`config.mk`:
```
export PLATFORM = sky130hd
export DESIGN_NAME = bprc_top
export DESIGN_NICKNAME = d
export VERILOG_FILES = /design/src/include/bprc_pkg.sv /design/src/include/bprc_reg_if.sv /design/src/hdl/bprc_reg_bank.sv /design/src/hdl/bprc_reg_word.sv /design/src/hdl/bprc_top.sv
export SDC_FILE = /design/constraint.sdc
export NUM_CORES = 1
export LEC_CHECK = 0
export ABC_AREA = 0
export ABC_CLOCK_PERIOD_IN_PS = 2380
export BUFFER_PORTS_ARGS = -buffer_cell sky130_fd_sc_hd__buf_4
export CAP_MARGIN = 10
export CORE_UTILIZATION = 55
export DETAILED_ROUTE_END_ITERATION = 6
export HOLD_SLACK_MARGIN = 0.08
export PLACE_DENSITY = 0.8
export SYNTH_ARGS = -nofsm -noshare
export SYNTH_HDL_FRONTEND = slang
export SYNTH_HIERARCHICAL = 1
export SYNTH_SLANG_ARGS = --single-unit
```
`constraint.sdc`:
```
create_clock -name CLK -period 2.38 [get_ports CLK]
set_clock_uncertainty 0.1 [all_clocks]
set_input_delay 0.357 -clock CLK [delete_from_list [all_inputs] [get_ports CLK]]
set_output_delay 0.357 -clock CLK [all_outputs]
set_load 0.03 [all_outputs]
```
`src/include/bprc_pkg.sv`:
```
// Package of offsets, field positions and reset values for the peripheral reset control.
package bprc_pkg;

	// Register byte offsets.
	localparam logic [7:0]  FAST_BUS1_OFFSET = 8'h10;
	localparam logic [7:0]  FAST_BUS2_OFFSET = 8'h14;
	localparam logic [7:0]  FAST_BUS3_OFFSET = 8'h18;

	// Reset values of all three registers.
	localparam logic [31:0] FAST_BUS1_RESET  = 32'h00000000;
	localparam logic [31:0] FAST_BUS2_RESET  = 32'h00000000;
	localparam logic [31:0] FAST_BUS3_RESET  = 32'h00000000;

	// Field positions, first register.
	localparam int LOW_ENERGY_RADIO_RESET_POS   = 31;
	localparam int DMA_CONTROLLER_RESET_BIT_POS = 21;
	localparam int WIRELESS_LAN_RESET_POS       = 13;
	localparam int CHECKSUM_UNIT_RESET_POS      = 12;
	localparam int GPIO_C_RESET_POS             = 2;
	localparam int GPIO_B_RESET_POS             = 1;
	localparam int GPIO_A_RESET_POS             = 0;

	// Field positions, second register.
	localparam int RANDOM_GENERATOR_RESET_POS   = 6;
	localparam int HASH_UNIT_RESET_POS          = 5;
	localparam int CIPHER_UNIT_RESET_POS        = 4;
	localparam int PUBLIC_KEY_UNIT_RESET_POS    = 3;

	// Field positions, third register.
	localparam int QUAD_SERIAL_FLASH_RESET_POS  = 1;

	// Writable-bit masks; every other bit is reserved and reads zero.
	localparam logic [31:0] FAST_BUS1_MASK = 32'h80203007;
	localparam logic [31:0] FAST_BUS2_MASK = 32'h00000078;
	localparam logic [31:0] FAST_BUS3_MASK = 32'h00000002;

	// AXI response codes.
	localparam logic [1:0]  RESP_OKAY   = 2'h0;
	localparam logic [1:0]  RESP_SLVERR = 2'h2;

endpackage

```
`src/include/bprc_reg_if.sv`:
```
// Interface carrying register writes and read data between the slave and the register bank.
`timescale 1ns/1ps
`default_nettype none
interface bprc_reg_if;
	logic        wr_en;
	logic [1:0]  wr_sel;
	logic [31:0] wr_data;
	logic [3:0]  wr_strb;
	logic [1:0]  rd_sel;
	logic [31:0] rd_data;

	modport slave
	(
		output wr_en,
		output wr_sel,
		output wr_data,
		output wr_strb,
		output rd_sel,
		input  rd_data
	);
	modport bank
	(
		input  wr_en,
		input  wr_sel,
		input  wr_data,
		input  wr_strb,
		input  rd_sel,
		output rd_data
	);
endinterface
`default_nettype wire

```
`src/hdl/bprc_reg_bank.sv`:
```
// Register bank holding the three fast-bus peripheral reset registers.
`timescale 1ns/1ps
`default_nettype none
module bprc_reg_bank
	import bprc_pkg::*;
(
	// Clock and reset.
	input  wire logic        clk,
	input  wire logic        rst_n,
	// Access from the bus slave.
	bprc_reg_if.bank         rif,
	// Register contents.
	output logic      [31:0] fast_bus1_q,
	output logic      [31:0] fast_bus2_q,
	output logic      [31:0] fast_bus3_q
);
	// Select decode of the write target.
	wire wr1 = rif.wr_en && (rif.wr_sel == 2'h0);
	wire wr2 = rif.wr_en && (rif.wr_sel == 2'h1);
	wire wr3 = rif.wr_en && (rif.wr_sel == 2'h2);

	bprc_reg_word #(.MASK(FAST_BUS1_MASK), .RESET(FAST_BUS1_RESET)) u_bus1
	(
		.clk     (clk),
		.rst_n   (rst_n),
		.wr_en   (wr1),
		.wr_data (rif.wr_data),
		.wr_strb (rif.wr_strb),
		.q       (fast_bus1_q)
	);
	bprc_reg_word #(.MASK(FAST_BUS2_MASK), .RESET(FAST_BUS2_RESET)) u_bus2
	(
		.clk     (clk),
		.rst_n   (rst_n),
		.wr_en   (wr2),
		.wr_data (rif.wr_data),
		.wr_strb (rif.wr_strb),
		.q       (fast_bus2_q)
	);
	bprc_reg_word #(.MASK(FAST_BUS3_MASK), .RESET(FAST_BUS3_RESET)) u_bus3
	(
		.clk     (clk),
		.rst_n   (rst_n),
		.wr_en   (wr3),
		.wr_data (rif.wr_data),
		.wr_strb (rif.wr_strb),
		.q       (fast_bus3_q)
	);

	// Read multiplexer; unused select reads zero.
	assign rif.rd_data = (rif.rd_sel == 2'h0) ? fast_bus1_q :
	                     (rif.rd_sel == 2'h1) ? fast_bus2_q :
	                     (rif.rd_sel == 2'h2) ? fast_bus3_q : 32'h00000000;
endmodule
`default_nettype wire

```
`src/hdl/bprc_reg_word.sv`:
```
// One reset register word with byte-lane writes and a fixed writable mask.
`timescale 1ns/1ps
`default_nettype none
module bprc_reg_word
#(
	parameter logic [31:0] MASK  = 32'h00000000,
	parameter logic [31:0] RESET = 32'h00000000
)
(
	// Clock and reset.
	input  wire logic        clk,
	input  wire logic        rst_n,
	// Write port.
	input  wire logic        wr_en,
	input  wire logic [31:0] wr_data,
	input  wire logic [3:0]  wr_strb,
	// Stored value.
	output logic      [31:0] q
);
	logic [31:0] q_r;
	logic [31:0] q_nxt;

	// Each lane takes new data only where its strobe is set.
	genvar g;
	generate
		for (g = 0; g < 4; g = g + 1)
		begin : g_lane
			assign q_nxt[8*g +: 8] = (wr_en && wr_strb[g]) ?
				(wr_data[8*g +: 8] & MASK[8*g +: 8]) : q_r[8*g +: 8];
		end
	endgenerate

	// Register holds its bits until software writes them.
	always_ff @(posedge clk or negedge rst_n)
	begin
		if (!rst_n)
			q_r <= RESET;
		else
			q_r <= q_nxt;
	end

	assign q = q_r;
endmodule
`default_nettype wire

```
`src/hdl/bprc_top.sv`:
```
// AXI4-Lite peripheral reset control for the three fast-bus domains.
//
// Register access over AXI4-Lite was chosen for this implementation.
`timescale 1ns/1ps
`default_nettype none
module bprc_top
	import bprc_pkg::*;
(
	// Clock and reset.
	input  wire logic        CLK,
	input  wire logic        RSTN,
	// AXI4-Lite write address.
	input  wire logic [7:0]  AWADDR,
	input  wire logic        AWVALID,
	output logic             AWREADY,
	// AXI4-Lite write data.
	input  wire logic [31:0] WDATA,
	input  wire logic [3:0]  WSTRB,
	input  wire logic        WVALID,
	output logic             WREADY,
	// AXI4-Lite write response.
	output logic      [1:0]  BRESP,
	output logic             BVALID,
	input  wire logic        BREADY,
	// AXI4-Lite read address.
	input  wire logic [7:0]  ARADDR,
	input  wire logic        ARVALID,
	output logic             ARREADY,
	// AXI4-Lite read data.
	output logic      [31:0] RDATA,
	output logic      [1:0]  RRESP,
	output logic             RVALID,
	input  wire logic        RREADY,
	// Reset requests, first fast bus.
	output logic             LOW_ENERGY_RADIO_RESET,
	output logic             DMA_CONTROLLER_RESET_BIT,
	output logic             WIRELESS_LAN_RESET,
	output logic             CHECKSUM_UNIT_RESET,
	output logic             GPIO_C_RESET,
	output logic             GPIO_B_RESET,
	output logic             GPIO_A_RESET,
	// Reset requests, second fast bus.
	output logic             RANDOM_GENERATOR_RESET,
	output logic             HASH_UNIT_RESET,
	output logic             CIPHER_UNIT_RESET,
	output logic             PUBLIC_KEY_UNIT_RESET,
	// Reset request, third fast bus.
	output logic             QUAD_SERIAL_FLASH_RESET
);
	// ************************************************************
	// Write channel
	// ************************************************************
	bprc_reg_if rif ();

	logic        aw_held_r;
	logic [7:0]  aw_addr_r;
	logic        w_held_r;
	logic [31:0] w_data_r;
	logic [3:0]  w_strb_r;
	logic        bvalid_r;
	logic [1:0]  bresp_r;

	// Address and data are caught independently, so either may come first.
	wire aw_take  = AWVALID && !aw_held_r && !bvalid_r;
	wire w_take   = WVALID && !w_held_r && !bvalid_r;
	wire wr_fire  = aw_held_r && w_held_r && !bvalid_r;
	wire [7:0] wa = aw_addr_r;
	wire wa_hit1  = (wa == FAST_BUS1_OFFSET);
	wire wa_hit2  = (wa == FAST_BUS2_OFFSET);
	wire wa_hit3  = (wa == FAST_BUS3_OFFSET);
	wire wa_hit   = wa_hit1 || wa_hit2 || wa_hit3;

	assign rif.wr_en   = wr_fire && wa_hit;
	assign rif.wr_sel  = wa_hit1 ? 2'h0 : (wa_hit2 ? 2'h1 : 2'h2);
	assign rif.wr_data = w_data_r;
	assign rif.wr_strb = w_strb_r;

	// Address holding register.
	always_ff @(posedge CLK or negedge RSTN)
	begin
		if (!RSTN)
		begin
			aw_held_r <= 1'b0;
			aw_addr_r <= 8'h00;
		end
		else if (aw_take)
		begin
			aw_held_r <= 1'b1;
			aw_addr_r <= {AWADDR[7:2], 2'h0};
		end
		else if (wr_fire)
			aw_held_r <= 1'b0;
	end

	// Data holding register.
	always_ff @(posedge CLK or negedge RSTN)
	begin
		if (!RSTN)
		begin
			w_held_r <= 1'b0;
			w_data_r <= 32'h00000000;
			w_strb_r <= 4'h0;
		end
		else if (w_take)
		begin
			w_held_r <= 1'b1;
			w_data_r <= WDATA;
			w_strb_r <= WSTRB;
		end
		else if (wr_fire)
			w_held_r <= 1'b0;
	end

	// Response: unmapped addresses get SLVERR and change nothing.
	always_ff @(posedge CLK or negedge RSTN)
	begin
		if (!RSTN)
		begin
			bvalid_r <= 1'b0;
			bresp_r  <= RESP_OKAY;
		end
		else if (wr_fire)
		begin
			bvalid_r <= 1'b1;
			bresp_r  <= wa_hit ? RESP_OKAY : RESP_SLVERR;
		end
		else if (BREADY)
			bvalid_r <= 1'b0;
	end

	// Ready pulses one cycle on the edge that takes each channel.
	logic awready_r;
	logic wready_r;
	always_ff @(posedge CLK or negedge RSTN)
	begin
		if (!RSTN)
		begin
			awready_r <= 1'b0;
			wready_r  <= 1'b0;
		end
		else
		begin
			awready_r <= AWVALID && !awready_r && !aw_held_r && !bvalid_r;
			wready_r  <= WVALID && !wready_r && !w_held_r && !bvalid_r;
		end
	end

	// ************************************************************
	// Read channel
	// ************************************************************
	logic        arready_r;
	logic        rvalid_r;
	logic [31:0] rdata_r;
	logic [1:0]  rresp_r;

	wire [7:0] ra  = {ARADDR[7:2], 2'h0};
	wire ra_hit1   = (ra == FAST_BUS1_OFFSET);
	wire ra_hit2   = (ra == FAST_BUS2_OFFSET);
	wire ra_hit3   = (ra == FAST_BUS3_OFFSET);
	wire ra_hit    = ra_hit1 || ra_hit2 || ra_hit3;
	wire ar_fire   = ARVALID && arready_r;

	assign rif.rd_sel = ra_hit1 ? 2'h0 : (ra_hit2 ? 2'h1 : (ra_hit3 ? 2'h2 : 2'h3));

	// Read is taken when ARREADY and ARVALID meet; data follows next cycle.
	always_ff @(posedge CLK or negedge RSTN)
	begin
		if (!RSTN)
		begin
			arready_r <= 1'b0;
			rvalid_r  <= 1'b0;
			rdata_r   <= 32'h00000000;
			rresp_r   <= RESP_OKAY;
		end
		else
		begin
			arready_r <= ARVALID && !arready_r && !rvalid_r;
			if (ar_fire)
			begin
				rvalid_r <= 1'b1;
				rdata_r  <= rif.rd_data;
				rresp_r  <= ra_hit ? RESP_OKAY : RESP_SLVERR;
			end
			else if (RREADY)
				rvalid_r <= 1'b0;
		end
	end

	// ************************************************************
	// Register bank and reset requests
	// ************************************************************
	logic [31:0] bus1_q;
	logic [31:0] bus2_q;
	logic [31:0] bus3_q;

	bprc_reg_bank u_bank
	(
		.clk         (CLK),
		.rst_n       (RSTN),
		.rif         (rif),
		.fast_bus1_q (bus1_q),
		.fast_bus2_q (bus2_q),
		.fast_bus3_q (bus3_q)
	);

	logic [11:0] req_r;
	logic [11:0] req_nxt;

	assign req_nxt[0]  = bus1_q[LOW_ENERGY_RADIO_RESET_POS];
	assign req_nxt[1]  = bus1_q[DMA_CONTROLLER_RESET_BIT_POS];
	assign req_nxt[2]  = bus1_q[WIRELESS_LAN_RESET_POS];
	assign req_nxt[3]  = bus1_q[CHECKSUM_UNIT_RESET_POS];
	assign req_nxt[4]  = bus1_q[GPIO_C_RESET_POS];
	assign req_nxt[5]  = bus1_q[GPIO_B_RESET_POS];
	assign req_nxt[6]  = bus1_q[GPIO_A_RESET_POS];
	assign req_nxt[7]  = bus2_q[RANDOM_GENERATOR_RESET_POS];
	assign req_nxt[8]  = bus2_q[HASH_UNIT_RESET_POS];
	assign req_nxt[9]  = bus2_q[CIPHER_UNIT_RESET_POS];
	assign req_nxt[10] = bus2_q[PUBLIC_KEY_UNIT_RESET_POS];
	assign req_nxt[11] = bus3_q[QUAD_SERIAL_FLASH_RESET_POS];

	always_ff @(posedge CLK or negedge RSTN)
	begin
		if (!RSTN)
			req_r <= 12'h000;
		else
			req_r <= req_nxt;
	end

	// Outputs straight from flip-flops.
	assign AWREADY = awready_r;
	assign WREADY  = wready_r;
	assign BVALID  = bvalid_r;
	assign BRESP   = bresp_r;
	assign ARREADY = arready_r;
	assign RVALID  = rvalid_r;
	assign RDATA   = rdata_r;
	assign RRESP   = rresp_r;

	assign LOW_ENERGY_RADIO_RESET   = req_r[0];
	assign DMA_CONTROLLER_RESET_BIT = req_r[1];
	assign WIRELESS_LAN_RESET       = req_r[2];
	assign CHECKSUM_UNIT_RESET      = req_r[3];
	assign GPIO_C_RESET             = req_r[4];
	assign GPIO_B_RESET             = req_r[5];
	assign GPIO_A_RESET             = req_r[6];
	assign RANDOM_GENERATOR_RESET   = req_r[7];
	assign HASH_UNIT_RESET          = req_r[8];
	assign CIPHER_UNIT_RESET        = req_r[9];
	assign PUBLIC_KEY_UNIT_RESET    = req_r[10];
	assign QUAD_SERIAL_FLASH_RESET  = req_r[11];

	// ************************************************************
	// Assertions
	// ************************************************************
	a_req_follows_bit: assert property (@(posedge CLK) disable iff (!RSTN)
		req_r == $past(req_nxt)) else $error("Reset request did not follow bit.");

	a_reg2_reserved: assert property (@(posedge CLK) disable iff (!RSTN)
		(bus2_q & ~FAST_BUS2_MASK) == 32'h00000000) else $error("Reserved bit set.");

	a_reg3_reserved: assert property (@(posedge CLK) disable iff (!RSTN)
		(bus3_q & ~FAST_BUS3_MASK) == 32'h00000000) else $error("Reserved bit set.");

	a_reg1_reserved: assert property (@(posedge CLK) disable iff (!RSTN)
		(bus1_q & ~FAST_BUS1_MASK) == 32'h00000000) else $error("Reserved bit set.");

	a_hold_no_write: assert property (@(posedge CLK) disable iff (!RSTN)
		!rif.wr_en |=> $stable(bus1_q) && $stable(bus2_q) && $stable(bus3_q))
		else $error("Register changed without write.");

	a_lane_kept: assert property (@(posedge CLK) disable iff (!RSTN)
		rif.wr_en && !rif.wr_strb[0] |=> bus1_q[7:0] == $past(bus1_q[7:0]))
		else $error("Unstrobed lane changed.");

	a_write_bus1: assert property (@(posedge CLK) disable iff (!RSTN)
		rif.wr_en && wa_hit1 && rif.wr_strb == 4'hF
		|=> bus1_q == ($past(w_data_r) & FAST_BUS1_MASK) ##1 GPIO_A_RESET == bus1_q[0])
		else $error("Write to first register lost.");

	a_zero_out_reset: assert property (@(posedge CLK)
		$rose(RSTN) |-> req_r == 12'h000 && bus1_q == 32'h0 && bus2_q == 32'h0 && bus3_q == 32'h0)
		else $error("Not zero after reset.");

	a_bresp_after: assert property (@(posedge CLK) disable iff (!RSTN)
		wr_fire |=> BVALID && (BRESP == RESP_OKAY) == $past(wa_hit))
		else $error("Write response wrong.");

	a_read_answer: assert property (@(posedge CLK) disable iff (!RSTN)
		ar_fire |=> RVALID && (RRESP == RESP_OKAY) == $past(ra_hit))
		else $error("Read response wrong.");

	a_bus2_request: assert property (@(posedge CLK) disable iff (!RSTN)
		rif.wr_en && wa_hit2 && rif.wr_strb[0]
		|=> ##1 HASH_UNIT_RESET == $past(w_data_r[HASH_UNIT_RESET_POS], 2))
		else $error("Hash unit request did not follow write.");

	a_bus3_request: assert property (@(posedge CLK) disable iff (!RSTN)
		rif.wr_en && wa_hit3 && rif.wr_strb[0]
		|=> ##1 QUAD_SERIAL_FLASH_RESET == $past(w_data_r[QUAD_SERIAL_FLASH_RESET_POS], 2))
		else $error("Flash request did not follow write.");
endmodule
`default_nettype wire

```
==> reports/metrics.csv <==
metric,value,unit
met3 usage,0.0469,
"Setup Fix Bufs, Post-CTS",0,
Worst VDD drop,0.694,mV
cts bufs inserted,9,
H-tree Lvls,3,
DIE WIDTH,93.8,um
most frequent cells in the layout,"95 x buf_4, 86 x dfrtp_1, 86 x conb_1",
Crit path arrival time,2.37,ns
final cell count without fillers,559,
share of layout cells above drive strength 1,0.438,
total power,3.87,mW
Syn Area/Cell,12.8,sq um
max-slew violations,0,
global route overflow,0,
clk_lat worst skew,0.35,ns
ant diodes,0,
Finished Cell Area,5250,sq um
LEAKAGE,2.87,nW
Routed WL,7470,um
Nets,508,
hold crit path type,in -> reg,
Final WS setup,0.152,ns
post-route ant nets,0,
drt pass-1 iters,2,
vias in the first global route,2605,
min Tclk post-route,2.23,ns
Worst-Margin Slew,0.543,ns
first-pass GRT wire length,12300,um
CTS tree,built,
post-DP HPWL,5380,um
root buffer cell,clkbuf_8,
Critical Path Source Type,register,
gpl congestion,0.704,
initial antenna violation count,0,
Layout area overhead,13.2,%
fin crit share,0.936,
critical path type,reg -> reg,
initial drt markers,71,
Total GRT Usage,0.184,
CORE AREA,8180,sq um
# setup viols final,0,
Worst Path Max Fanout,4,
Port Buffer Count,84,
"Cell Area, Synth",4630,sq um
DRC violations left,0,
setup slack at placement,-0.0938,ns
cells after synthesis,362,
clk slew on worst S/H paths,0.09,ns
pin count of the biggest net entering global routing,59,
starting density of the core,0.567,
"most common cell after layout, fill and taps aside",buf_4,
met2 usage,0.311,
clk sinks,86,
die area,8800,sq um
CP Capture Type,register,
number of fill cells,659,
status,completed,
pwr/cell area,737,nW/um^2
GR Util met1,0.229,
Vias,2595,
RSZ-0062 raised after global routing,no,
"Cell Area, Placed",5010,sq um
max frequency,0.449,GHz
I/O pins,112,
routed len/inst,13.4,um
Final Hold Fails,0,
Slew HR,0.637,
row count,33,
Die Y,93.8,um
Max Root-Sink Buffers,2,
worst endpoint required time,2.52,ns
Max Cap Viol,0,
Cells after DPL,540,
GRT busiest layer,met2,
vias per inst,4.64,
Synthesis Warnings,6,
==> per-layer routing <==
metal / wire length, um / part of all wire / vias up
li1: - / - / 1268
met1: 3230 / 0.43 / 1259
met2: 3730 / 0.50 / 59
met3: 403 / 0.054 / 9
met4: 103 / 0.014 / 0
met5: 0 / 0 / -
==> area by class of cell <==
cell class | count | area [sq um] | area share
clock buffers | 9 | 124 | 0.0236
clock inverters | 7 | 80.1 | 0.0153
inverters | 4 | 15.0 | 0.00286
multi-input cells | 249 | 1980 | 0.378
flip-flops and latches | 86 | 2150 | 0.410
well taps | 105 | 131 | 0.0250
repair buffers | 99 | 763 | 0.145
==> power by group <==
part           switching [mW]  leakage [nW]  internal (mW)
Combinational           0.428          1.63          0.450
Sequential              0.185          1.14           1.74
Clock                   0.559         0.103          0.502
Total                    1.17          2.87           2.70
==> worst max-delay path, cell delays in order (launching register included) <==
cell and delay [ns]:
dfrtp_1 0.39, or4b_4 0.54, or2_4 0.26, nor3b_2 0.36
nand2_1 0.16, mux2_2 0.30
==> registers in the layout, summed over array words and instances, names as in the netlist <==
name             flops
RDATA               32
req_r               12
rif.wr_data         11
u_bank/u_bus1/q      7
aw_addr_r            6
rif.wr_strb          4
u_bank/u_bus2/q      4
ARREADY              1
AWREADY              1
BRESP                1
BVALID               1
RRESP                1
RVALID               1
WREADY               1
aw_held_r            1
u_bank/u_bus3/q      1
w_held_r             1
==> metrics by stage <==
step / hold WS, ns / setup TNS, ns / util
floorplan: -0.0386 / 0 / -
global placement: 0.215 / -0.125 / 0.613
detailed placement: 0.221 / -0.347 / 0.613
CTS: 0.0822 / 0 / 0.641
global route: 0.0994 / 0 / 0.642
finish: 0.110 / 0 / 0.642
==> worst paths after layout <==
check | start | to | slack (ns) | depth (start not counted)
worst max-delay path | aw_addr_r[7]$_DFFE_PN0P_ | u_bank/u_bus1/q[12]$_DFFE_PN0P_ | 0.15 | 5
worst min-delay path | AWADDR[2] | aw_addr_r[2]$_DFFE_PN0P_ | 0.11 | 3
worst max register to register | aw_addr_r[7]$_DFFE_PN0P_ | u_bank/u_bus1/q[12]$_DFFE_PN0P_ | 0.15 | 5
worst min register to register | u_bank/u_bus1/q[0]$_DFFE_PN0P_ | req_r[6]$_DFF_PN0_ | 0.31 | 0
max in group asynchronous | RSTN | req_r[8]$_DFF_PN0_ | 1.17 | 3
min in group asynchronous | RSTN | RDATA[13]$_DFFE_PN0P_ | 0.37 | 2
==> what timing repair did <==
action,4_1_cts,5_1_grt
setup endpoints to repair,7,0
hold buffers,2,1
hold endpoints to repair,29,1
gates resized for setup,1,0
No activity file was read; power rests on OpenSTA's default activity.
